<file path="config.mk">
export PLATFORM = sky130hd
export DESIGN_NAME = ceau_unit
export DESIGN_NICKNAME = d
export VERILOG_FILES = /design/src/rtl/ceau_branch_calc.v /design/src/rtl/ceau_gpr_file.v /design/src/rtl/ceau_unit.v
export VERILOG_INCLUDE_DIRS = /design/src /design/src/rtl
export SDC_FILE = /design/constraint.sdc
export NUM_CORES = 1
export LEC_CHECK = 0
export BUFFER_PORTS_ARGS = -buffer_cell sky130_fd_sc_hd__buf_2
export CELL_PAD_IN_SITES_DETAIL_PLACEMENT = 0
export CELL_PAD_IN_SITES_GLOBAL_PLACEMENT = 1
export CORE_MARGIN = 2
export CORE_UTILIZATION = 40
export CTS_CLUSTER_SIZE = 12
export DETAILED_ROUTE_END_ITERATION = 8
export PLACE_DENSITY_LB_ADDON = 0.1
export REMOVE_ABC_BUFFERS = 1
export SYNTH_ARGS = -nofsm -noshare
export SYNTH_HDL_FRONTEND = slang
export SYNTH_SLANG_ARGS = --single-unit
export TNS_END_PERCENT = 1
</file>
<file path="constraint.sdc">
create_clock -name mclk -period 5.2 [get_ports mclk]
set_input_delay 0.52 -clock mclk [delete_from_list [all_inputs] [get_ports mclk]]
set_output_delay 0.52 -clock mclk [all_outputs]
set_load 0.01 [all_outputs]
</file>
<file path="src/rtl/ceau_map.vh">
// Constants for the CPU effective-address unit: mode codes, operation codes and field positions.
// Assumes it is included by bare name from the design file of ceau_unit, the only one of the unit that uses it.
// Behaviour
// - Post-increment reads at register address, then address_add_op 1 byte or 2 word.
// - Post-increment is accepted only for move loads from memory.
// - Pre-decrement subtracts 1 byte or 2 word; result is operand address.
// - The decremented value stays written back in the register.
// - Pre-decrement is accepted only for move stores to memory.
// - Absolute address comes straight from the instruction, 8 or 16 bits.
// - Short absolute is allowed only for byte moves and bit operations.
// - Long absolute is allowed for byte moves, word moves, jumps, subroutine jumps.
// - Short absolute forces the upper address byte to all ones.
// - Short immediate is byte two; long immediate is bytes three and four.
// - Long immediate is accepted only in word moves.
// - Address add and subtract carry an implicit immediate of 1 or 2.
// - Bit operations decode a 3-bit bit number from byte two or four.
// - Branch displacement in byte two is sign-extended and added to PC.
// - Relative targets span -126 to +129 bytes from the current address.
// - Memory-indirect reads a word at the short page address as destination.
`ifndef CEAU_MAP_VH
`define CEAU_MAP_VH
`define CEAU_MODE_POST_INC   3'h0
`define CEAU_MODE_PRE_DEC    3'h1
`define CEAU_MODE_SHORT_ABS  3'h2
`define CEAU_MODE_LONG_ABS   3'h3
`define CEAU_MODE_SHORT_IMM  3'h4
`define CEAU_MODE_LONG_IMM   3'h5
`define CEAU_MODE_PC_REL     3'h6
`define CEAU_MODE_MEM_IND    3'h7
`define CEAU_OP_BYTE_LOAD    4'h0
`define CEAU_OP_BYTE_STORE   4'h1
`define CEAU_OP_WORD_LOAD    4'h2
`define CEAU_OP_WORD_STORE   4'h3
`define CEAU_OP_BIT          4'h4
`define CEAU_OP_JUMP         4'h5
`define CEAU_OP_SUB_JUMP     4'h6
`define CEAU_OP_COND_BRANCH  4'h7
`define CEAU_OP_BR_SUB       4'h8
`define CEAU_OP_ADDR_ADD     4'h9
`define CEAU_OP_ADDR_SUB     4'ha
`define CEAU_PAGE_HI         8'hff
`define CEAU_STEP_BYTE       16'h0001
`define CEAU_STEP_WORD       16'h0002
`define CEAU_BITNUM_MSB      6
`define CEAU_BITNUM_LSB      4
`endif

</file>
<file path="src/rtl/ceau_branch_calc.v">
// Program-counter-relative target adder.
// Assumes the PC input already points at the instruction after the branch.
`timescale 1ns/1ps
module ceau_branch_calc (
  pc_next,
  disp,
  target
);
  input  wire [15:0] pc_next;
  input  wire [7:0]  disp;
  output wire [15:0] target;

  wire [15:0] disp_ext;

  assign disp_ext = {{8{disp[7]}}, disp};
  assign target   = pc_next + disp_ext;
endmodule // ceau_branch_calc

</file>
<file path="src/rtl/ceau_gpr_file.v">
// General register file of the effective-address unit.
// Assumes one update port from the address logic that wins over the execute-stage port.
`timescale 1ns/1ps
module ceau_gpr_file #(
  parameter NREG = 8,
  parameter SELW = 3
) (
  mclk,
  rst,
  ea_we,
  ea_sel,
  ea_data,
  ex_we,
  ex_sel,
  ex_data,
  rd_sel_a,
  rd_data_a,
  rd_sel_b,
  rd_data_b
);
  input  wire             mclk;
  input  wire             rst;
  input  wire             ea_we;
  input  wire [SELW-1:0]  ea_sel;
  input  wire [15:0]      ea_data;
  input  wire             ex_we;
  input  wire [SELW-1:0]  ex_sel;
  input  wire [15:0]      ex_data;
  input  wire [SELW-1:0]  rd_sel_a;
  output wire [15:0]      rd_data_a;
  input  wire [SELW-1:0]  rd_sel_b;
  output wire [15:0]      rd_data_b;

  reg  [15:0] gpr_r [0:NREG-1];
  genvar      g;

  generate
    for (g = 0; g < NREG; g = g + 1) begin : g_reg
      always @(posedge mclk) begin
        if (rst) begin
          gpr_r[g] <= 16'h0000;
        end else if (ea_we && (ea_sel == g)) begin
          gpr_r[g] <= ea_data;
        end else if (ex_we && (ex_sel == g)) begin
          gpr_r[g] <= ex_data;
        end
      end
    end
  endgenerate

  assign rd_data_a = gpr_r[rd_sel_a];
  assign rd_data_b = gpr_r[rd_sel_b];
endmodule // ceau_gpr_file

</file>
<file path="src/rtl/ceau_unit.v">
// Effective-address unit between instruction decode and the byte-wide memory bus.
// Assumes decode holds request fields stable while req_valid is high and not yet taken.
`timescale 1ns/1ps
`include "ceau_map.vh"
module ceau_unit #(
  parameter NREG = 8,
  parameter SELW = 3
) (
  mclk,
  rst,
  req_valid,
  req_ready,
  req_mode,
  req_op,
  req_reg,
  req_two,
  req_bit_hi,
  instr_b2,
  instr_b3,
  instr_b4,
  pc_next,
  ex_we,
  ex_sel,
  ex_data,
  rd_sel,
  rd_data,
  mem_rd,
  mem_addr,
  mem_rdata,
  mem_ack,
  ea_valid,
  ea_addr,
  imm_valid,
  imm_data,
  bit_valid,
  bit_num,
  ea_illegal
);
  input  wire             mclk;
  input  wire             rst;
  input  wire             req_valid;
  output wire             req_ready;
  input  wire [2:0]       req_mode;
  input  wire [3:0]       req_op;
  input  wire [SELW-1:0]  req_reg;
  input  wire             req_two;
  input  wire             req_bit_hi;
  input  wire [7:0]       instr_b2;
  input  wire [7:0]       instr_b3;
  input  wire [7:0]       instr_b4;
  input  wire [15:0]      pc_next;
  input  wire             ex_we;
  input  wire [SELW-1:0]  ex_sel;
  input  wire [15:0]      ex_data;
  input  wire [SELW-1:0]  rd_sel;
  output wire [15:0]      rd_data;
  output wire             mem_rd;
  output reg  [15:0]      mem_addr;
  input  wire [7:0]       mem_rdata;
  input  wire             mem_ack;
  output reg              ea_valid;
  output reg  [15:0]      ea_addr;
  output reg              imm_valid;
  output reg  [15:0]      imm_data;
  output reg              bit_valid;
  output reg  [2:0]       bit_num;
  output reg              ea_illegal;

  localparam [2:0] ST_IDLE  = 3'b001;
  localparam [2:0] ST_HI    = 3'b010;
  localparam [2:0] ST_LO    = 3'b100;

  reg  [2:0]  state_r;
  reg  [2:0]  state_nxt;
  reg  [7:0]  hi_byte_r;
  reg  [7:0]  hi_byte_nxt;
  reg  [15:0] mem_addr_nxt;
  reg         ea_valid_nxt;
  reg  [15:0] ea_addr_nxt;
  reg         imm_valid_nxt;
  reg  [15:0] imm_data_nxt;
  reg         bit_valid_nxt;
  reg  [2:0]  bit_num_nxt;
  reg         illegal_nxt;
  reg         gpr_we;
  reg  [15:0] gpr_wdata;
  reg         legal;
  reg         is_byte;
  reg         is_word;
  reg         is_load;
  reg         is_store;

  wire        take;
  wire [15:0] gpr_val;
  wire [15:0] step;
  wire [15:0] br_target;
  wire [15:0] page_addr;

  assign take      = req_valid && req_ready;
  assign req_ready = state_r[0];
  assign mem_rd    = state_r[1] || state_r[2];
  assign page_addr = {`CEAU_PAGE_HI, instr_b2};

  ceau_gpr_file #(
    .NREG (NREG),
    .SELW (SELW)
  ) u_gpr (
    .mclk      (mclk),
    .rst       (rst),
    .ea_we     (gpr_we),
    .ea_sel    (req_reg),
    .ea_data   (gpr_wdata),
    .ex_we     (ex_we),
    .ex_sel    (ex_sel),
    .ex_data   (ex_data),
    .rd_sel_a  (req_reg),
    .rd_data_a (gpr_val),
    .rd_sel_b  (rd_sel),
    .rd_data_b (rd_data)
  );

  ceau_branch_calc u_br (
    .pc_next (pc_next),
    .disp    (instr_b2),
    .target  (br_target)
  );

  // Step size follows the move width.
  assign step = is_word ? `CEAU_STEP_WORD : `CEAU_STEP_BYTE;

  always @* begin
    is_byte  = (req_op == `CEAU_OP_BYTE_LOAD) || (req_op == `CEAU_OP_BYTE_STORE);
    is_word  = (req_op == `CEAU_OP_WORD_LOAD) || (req_op == `CEAU_OP_WORD_STORE);
    is_load  = (req_op == `CEAU_OP_BYTE_LOAD) || (req_op == `CEAU_OP_WORD_LOAD);
    is_store = (req_op == `CEAU_OP_BYTE_STORE) || (req_op == `CEAU_OP_WORD_STORE);
  end

  // Legality of each mode against the operation.
  always @* begin
    legal = 1'b0;
    if ((req_op == `CEAU_OP_ADDR_ADD) || (req_op == `CEAU_OP_ADDR_SUB)) begin
      legal = 1'b1;
    end else begin
      case (req_mode)
        `CEAU_MODE_POST_INC: begin
          legal = is_load;
        end
        `CEAU_MODE_PRE_DEC: begin
          legal = is_store;
        end
        `CEAU_MODE_SHORT_ABS: begin
          legal = is_byte || (req_op == `CEAU_OP_BIT);
        end
        `CEAU_MODE_LONG_ABS: begin
          legal = is_byte || is_word || (req_op == `CEAU_OP_JUMP) ||
                  (req_op == `CEAU_OP_SUB_JUMP);
        end
        `CEAU_MODE_SHORT_IMM: begin
          legal = is_byte || is_word || (req_op == `CEAU_OP_BIT);
        end
        `CEAU_MODE_LONG_IMM: begin
          legal = is_word;
        end
        `CEAU_MODE_PC_REL: begin
          legal = (req_op == `CEAU_OP_COND_BRANCH) || (req_op == `CEAU_OP_BR_SUB);
        end
        `CEAU_MODE_MEM_IND: begin
          legal = (req_op == `CEAU_OP_JUMP) || (req_op == `CEAU_OP_SUB_JUMP);
        end
        default: begin
          legal = 1'b0;
        end
      endcase
    end
  end

  always @* begin
    state_nxt     = state_r;
    hi_byte_nxt   = hi_byte_r;
    mem_addr_nxt  = mem_addr;
    ea_valid_nxt  = 1'b0;
    ea_addr_nxt   = ea_addr;
    imm_valid_nxt = 1'b0;
    imm_data_nxt  = imm_data;
    bit_valid_nxt = 1'b0;
    bit_num_nxt   = bit_num;
    illegal_nxt   = 1'b0;
    gpr_we        = 1'b0;
    gpr_wdata     = gpr_val;
    case (state_r)
      ST_IDLE: begin
        if (take && !legal) begin
          illegal_nxt = 1'b1;
        end else if (take && (req_op == `CEAU_OP_ADDR_ADD ||
                              req_op == `CEAU_OP_ADDR_SUB)) begin
          imm_valid_nxt = 1'b1;
          imm_data_nxt  = req_two ? `CEAU_STEP_WORD : `CEAU_STEP_BYTE;
        end else if (take) begin
          if (req_op == `CEAU_OP_BIT) begin
            bit_valid_nxt = 1'b1;
            bit_num_nxt   = req_bit_hi ?
                            instr_b4[`CEAU_BITNUM_MSB:`CEAU_BITNUM_LSB] :
                            instr_b2[`CEAU_BITNUM_MSB:`CEAU_BITNUM_LSB];
          end
          case (req_mode)
            `CEAU_MODE_POST_INC: begin
              ea_valid_nxt = 1'b1;
              ea_addr_nxt  = gpr_val;
              gpr_we       = 1'b1;
              gpr_wdata    = gpr_val + step;
            end
            `CEAU_MODE_PRE_DEC: begin
              ea_valid_nxt = 1'b1;
              ea_addr_nxt  = gpr_val - step;
              gpr_we       = 1'b1;
              gpr_wdata    = gpr_val - step;
            end
            `CEAU_MODE_SHORT_ABS: begin
              ea_valid_nxt = 1'b1;
              ea_addr_nxt  = page_addr;
            end
            `CEAU_MODE_LONG_ABS: begin
              ea_valid_nxt = 1'b1;
              ea_addr_nxt  = {instr_b3, instr_b4};
            end
            `CEAU_MODE_SHORT_IMM: begin
              imm_valid_nxt = 1'b1;
              imm_data_nxt  = {8'h00, instr_b2};
            end
            `CEAU_MODE_LONG_IMM: begin
              imm_valid_nxt = 1'b1;
              imm_data_nxt  = {instr_b3, instr_b4};
            end
            `CEAU_MODE_PC_REL: begin
              ea_valid_nxt = 1'b1;
              ea_addr_nxt  = br_target;
            end
            `CEAU_MODE_MEM_IND: begin
              state_nxt    = ST_HI;
              mem_addr_nxt = page_addr;
            end
            default: begin
              illegal_nxt = 1'b1;
            end
          endcase
        end
      end
      ST_HI: begin
        if (mem_ack) begin
          hi_byte_nxt  = mem_rdata;
          mem_addr_nxt = mem_addr + 16'h0001;
          state_nxt    = ST_LO;
        end
      end
      ST_LO: begin
        if (mem_ack) begin
          ea_valid_nxt = 1'b1;
          ea_addr_nxt  = {hi_byte_r, mem_rdata};
          state_nxt    = ST_IDLE;
        end
      end
      default: begin
        state_nxt = ST_IDLE;
      end
    endcase
  end

  always @(posedge mclk) begin
    if (rst) begin
      state_r    <= ST_IDLE;
      hi_byte_r  <= 8'h00;
      mem_addr   <= 16'h0000;
      ea_valid   <= 1'b0;
      ea_addr    <= 16'h0000;
      imm_valid  <= 1'b0;
      imm_data   <= 16'h0000;
      bit_valid  <= 1'b0;
      bit_num    <= 3'h0;
      ea_illegal <= 1'b0;
    end else begin
      state_r    <= state_nxt;
      hi_byte_r  <= hi_byte_nxt;
      mem_addr   <= mem_addr_nxt;
      ea_valid   <= ea_valid_nxt;
      ea_addr    <= ea_addr_nxt;
      imm_valid  <= imm_valid_nxt;
      imm_data   <= imm_data_nxt;
      bit_valid  <= bit_valid_nxt;
      bit_num    <= bit_num_nxt;
      ea_illegal <= illegal_nxt;
    end
  end
endmodule // ceau_unit

</file>
; Yosys cells after proc, flatten, opt, wreduce, memory -nomap -nowiden
; Memories as Yosys holds them, arrays and structs flattened.
; Index checks and enable logic that the tools add are counted.
[classes]
n_mul = 0
magnitude_cmp = 0
bitwise = 20
n_shift = 0
n_eq_ne = 41
n_div = 0
reduce_logical = 53
n_mux = 122
addsub = 4
[op_table]
columns = op, n
row1 = $mux W16, 31
row2 = $pmux W16 S2, 4
row3 = $pmux W16 S5, 1
row4 = $mux W1, 74
row5 = $eq A3 B3 Y1 const B, 13
row6 = $eq A3 B2 Y1 const B, 7
row7 = $mux W3, 7
row8 = $logic_and A1 B1 Y1, 19
row9 = $reduce_and A6 Y1, 3
row10 = $add A16 B1 Y16 const B, 1
row11 = $add A16 B16 Y16, 1
row12 = $add A16 B2 Y16, 1
row13 = $eq A4 B3 Y1 const B, 4
row14 = $or A1 B1 Y1, 16
row15 = $sub A16 B2 Y16, 1
row16 = $logic_or A1 B1 Y1, 13
row17 = $eq A3 B1 Y1 const B, 4
row18 = $eq A4 B4 Y1 const B, 3
row19 = $ne A2 B2 Y1 const B, 5
row20 = $reduce_or A5 Y1, 2
row21 = $logic_not A3 Y1, 3
row22 = $pmux W3 S3, 1
row23 = $eq A4 B2 Y1 const B, 2
row24 = $pmux W1 S8, 1
row25 = other kinds (15), 23
[word_totals]
romBits = 0
mem_bits_rw = 128
mem_count = 1
latch_bits = 0
in_bits = 87
output_inout_bits = 73
register_bits = 66
[memory_table]
columns = memory, words, width, read_ports, rd_ports_with_merged_regs, write_ports, line
row1 = u_gpr.gpr_r, 8, 16, 2, 0, 8, ceau_gpr_file.v:34  ; reg [15:0] gpr_r [0:NREG-1];

; Logic depth before layout (Yosys ltp)
[logic_depth]
word_depth = 17
depth_mapped = 16
ltp_nobuf = 11

; Hierarchy
; Synthesis repeated with hierarchy kept, for this count alone.
[unflattened]
hier_cells = 1269
hier_area_um2 = 13290.2
[by_module_without_submodules]
columns = mod, area_each_um2, n_inst, seq_area_each_um2, cells_each
row1 = ceau_gpr_file, 7611.0, 1, 3843.7, 512
row2 = ceau_unit, 4933.5, 1, 1321.3, 656
row3 = ceau_branch_calc, 745.7, 1, 0.0, 101

; Least setup slack after synthesis
; Ideal clock, no wire load.
[synth_timing]
path_type = in2reg
startpoint = input req_reg[1]
endpoint = memory u_gpr.gpr_r[1][13] (data pin)
arrival_ns = 4.211
required_time_ns = 4.932
stages = 15
path_buffers = 5
setup_slack_ns = 0.721
cell_sequence = buf_2 buf_6 buf_2 buf_2 buf_1 mux4_2 mux2i_1 ha_1 inv_1 a221oi_4 nand2_4 or4_4 mux2_4 a221oi_4 o21ai_1
[synth_rtl]
columns = element, line
row1 = start: declaration, ceau_unit.v:45  ; input wire [SELW-1:0] req_reg;
row2 = end: declaration, ceau_gpr_file.v:34

==> flow_summary.ini <==
[outcome]
status = finished clean

[cts]
cts.hold.buffers_added = 0
cts_made_buffers = 17
cts_max_level = 4
clock_tree.buffer_depth = 2
cts.repair.resized = 0
worstSkewPairLatency_ns = 0.47
clock_tree.root_cell = sky130_fd_sc_hd__clkbuf_16
clock_sinks = 194
cts_tree = yes
cts_setup_buffers = 0
cts.clk_slew.worst_paths_ns = 0.07

[drt]
wire_per_inst_um = 24.49
post_drt_via_cell_ratio = 6.016
met3RoutedLength_um = 3666
ant_nets = 0
via_count = 11770
detail_route.iter0.violations = 1155
highest-signal-layer = met4
drc = 0
drt_total_wl_um = 47920
drt_pass1_iterations = 5
met2_length_um = 22170
drt-met1-wl_um = 21350

[timing]
fin_worst_skew_ns = 0.01036
final_period_util_pct = 79.77
timing.final.max_slew_violations = 0
tns_ns = 0
max-slew-margin-rel_pct = 32.32
report.final.hold_viol_count = 0
timing.hold.ws_ns = 0.3087
unrepaired_setup_endpoints_after_global_routing = false
tightestPinTransition_ns = 1.015
timing.final.crit_period_ns = 4.148
maximum_operating_frequency_ghz = 0.2411
postLayoutSetupSlackWorst_ns = 1.052
setup_viol = 0

[setup_path]
regToRegEndpoint = u_gpr.gpr_r[2][10]$_DFFE_PP_
crit_path_max_incr_delay_ns = 0.58
category_of_cells_accounting_for_the_largest_share_of_critical_path_delay = compound AO/OA/AOI/OAI gates
startpoint_type = input pin
cp_cell_sequence = buf_2 > mux4_2 > mux2i_1 > buf_4 > ha_1 > fa_1 > a21boi_1 > nand2_1 > nor3_1 > o21ai_0 > xnor2_1 > o21ai_0
setup.worst_path.end = u_gpr.gpr_r[2][10]$_DFFE_PP_
crit_arrival_ns = 4.34
critPathCaptureType = register
timing.critical_path.from = req_reg[0]
crit_required_ns = 5.39
cpMostUsedCell = sky130_fd_sc_hd__o21ai_0
r2r_start = u_gpr.gpr_r[0][0]$_DFFE_PP_
cp_num_buf_inv = 2
timing.setup.critical_path_class = input pin to register
worst-r2r-setup-slack_ns = 1.26
cpMaxStageDelayCell = sky130_fd_sc_hd__mux4_2
cells_on_worst_reg2reg_path = 11
worst-path-stages = 12
worstPathMaxFanout = 17

[placed_design]
io_buffer_count = 159
globalplace.congestion = 0.9036
dpl_worst_slack_ns = 0.6318
dpl_cell_area_um2 = 14310
dp.final_hpwl_um = 34190
post-place-cells = 1924

[power_and_ir_drop]
max-vdd-ir-drop_uv = 235.3
power.leakage_nw = 5.582
power_density_nw_per_um2 = 264.2
power.total_mw = 3.932

[logic_synthesis]
yosys_warnings = 0
synth.lib_cells_used.distinct = 85
sequential_fraction_of_the_synthesis_area_pct = 39.78
yosys_most_used_dff = sky130_fd_sc_hd__edfxtp_1
post_synth_instance_area_um2 = 12980
synth_edf_count = 128
synth_seq_cells = 194
synth-async-reset-ratio_pct = 0
synthesis.instances = 1380
post_synthesis_mean_instance_area_um2 = 9.409

[layout]
stdcell_count = 1957
final_core_utilization_pct = 46.80
commonest_non_fill_non_tap_cell_in_the_layout = sky130_fd_sc_hd__nand2_1
drive_gt1_share_pct = 23.47
syn2layout_area_growth_pct = 14.61
final.fill_count = 3170
finish.instance_area_um2 = 14880
most-common-layout-cells = sky130_fd_sc_hd__nand2_1, sky130_fd_sc_hd__buf_2, sky130_fd_sc_hd__o21ai_0
fin_nets = 1619

[floorplanning]
core_area_um2 = 31800
dieArea_um2 = 33920
initial_core_util_pct = 40.83
chipWidth_um = 184.2
placement_rows = 65
dieHeight_um = 184.2
io_pins = 160

[grt]
grt_antenna_before_repair = 1
grt_use_total_pct = 28.34
grt_max_degree = 69
via_count_of_the_first_global_routing_pass = 11190
grt_pass1_wl_um = 70640
overflow = 0

[flow_run]
maxCapViolations = 0

[hold_path]
worstHoldPathType = input pin to register
-- routing by layer --
| layer | vias to the layer above | track usage [%] |
|---|---|---|
| li1 | 5438 | - |
| met1 | 5790 | 40.13 |
| met2 | 503 | 44.63 |
| met3 | 43 | 5.572 |
| met4 | 0 | 6.976 |
| met5 | - | 0 |
-- sequential cells by signal, summed over array words and instances, names as in the netlist --
name	cells
u_gpr.gpr_r	128
ea_addr	16
imm_data	16
mem_addr	16
hi_byte_r	8
bit_num	3
state_r	3
bit_valid	1
ea_illegal	1
ea_valid	1
imm_valid	1
-- cells in the mapped netlist, types with 14 or more instances --
| library cell | number | area, um2 |
|---|---|---|
| sky130_fd_sc_hd__o21ai_0 | 149 | 745.7 |
| sky130_fd_sc_hd__nand3_1 | 48 | 240.2 |
| sky130_fd_sc_hd__nor3_1 | 30 | 150.1 |
| sky130_fd_sc_hd__nand4_1 | 14 | 87.58 |
| sky130_fd_sc_hd__a21oi_1 | 102 | 510.5 |
| sky130_fd_sc_hd__buf_2 | 16 | 80.08 |
| sky130_fd_sc_hd__nor2_1 | 72 | 270.3 |
| sky130_fd_sc_hd__mux4_2 | 54 | 1216 |
| sky130_fd_sc_hd__a211oi_1 | 15 | 112.6 |
| sky130_fd_sc_hd__and3_1 | 23 | 143.9 |
| sky130_fd_sc_hd__nand2_1 | 230 | 863.3 |
| sky130_fd_sc_hd__mux2_2 | 32 | 360.4 |
| sky130_fd_sc_hd__ha_1 | 21 | 262.8 |
| sky130_fd_sc_hd__dfxtp_1 | 66 | 1321 |
| sky130_fd_sc_hd__edfxtp_1 | 128 | 3844 |
| sky130_fd_sc_hd__nand2b_1 | 17 | 106.4 |
| sky130_fd_sc_hd__clkbuf_1 | 61 | 229.0 |
| sky130_fd_sc_hd__mux2i_1 | 36 | 360.4 |
| sky130_fd_sc_hd__a21o_1 | 17 | 127.6 |
| sky130_fd_sc_hd__inv_1 | 16 | 60.06 |
| sky130_fd_sc_hd__xnor2_1 | 23 | 201.4 |
-- power by group --
part / internal, mW / switching (mW)
combinational: 0.322 / 0.536
sequential: 1.71 / 0.0383
clock: 0.669 / 0.657
total: 2.70 / 1.23
-- layout make-up --
class | count | area (um2) | share of cell area (%)
multi-input combinational | 1072 | 7376 | 49.56
clock buffer | 19 | 432.9 | 2.909
clock inverter | 13 | 132.6 | 0.8912
sequential | 194 | 5165 | 34.71
inverter | 16 | 60.06 | 0.4036
timing repair buffer | 207 | 1169 | 7.853
antenna | 1 | 2.502 | 0.01682
tap | 435 | 544.3 | 3.657
-- cells by family after synthesis --
group / synth area share, %
flops: 39.78
mux: 15.43
fa+ha+maj: 2.486
compound gates: 18.84
simple gates: 17.62
buf+inv: 3.691
xor+xnor: 2.158
-- worst register-to-register path, cell delays in order (launching register included) --
cell,delay [ns]
sky130_fd_sc_hd__edfxtp_1,0.42
sky130_fd_sc_hd__mux4_2,0.47
sky130_fd_sc_hd__mux2i_1,0.26
sky130_fd_sc_hd__buf_4,0.19
sky130_fd_sc_hd__ha_1,0.18
sky130_fd_sc_hd__fa_1,0.23
sky130_fd_sc_hd__a21boi_1,0.49
sky130_fd_sc_hd__nand2_1,0.25
sky130_fd_sc_hd__nor3_1,0.22
sky130_fd_sc_hd__o21ai_0,0.18
sky130_fd_sc_hd__xnor2_1,0.57
sky130_fd_sc_hd__o21ai_0,0.21
-- how the worst min path moves through the flow --
stage | start | cells past startpoint | slack, ns | endpoint
CTS | mem_rdata[1] | 3 | 0.29 | hi_byte_r[1]$_SDFFE_PP0P_
global placement | hi_byte_r[6]$_SDFFE_PP0P_ | 2 | 0.44 | hi_byte_r[6]$_SDFFE_PP0P_
floorplan | hi_byte_r[1]$_SDFFE_PP0P_ | 2 | 0.43 | hi_byte_r[1]$_SDFFE_PP0P_
global route | mem_rdata[2] | 3 | 0.31 | hi_byte_r[2]$_SDFFE_PP0P_
finish | mem_rdata[1] | 3 | 0.31 | hi_byte_r[1]$_SDFFE_PP0P_
detailed placement | imm_data[15]$_SDFFE_PP0P_ | 2 | 0.44 | imm_data[15]$_SDFFE_PP0P_
Note: power is estimated with default switching activity, not from simulation.
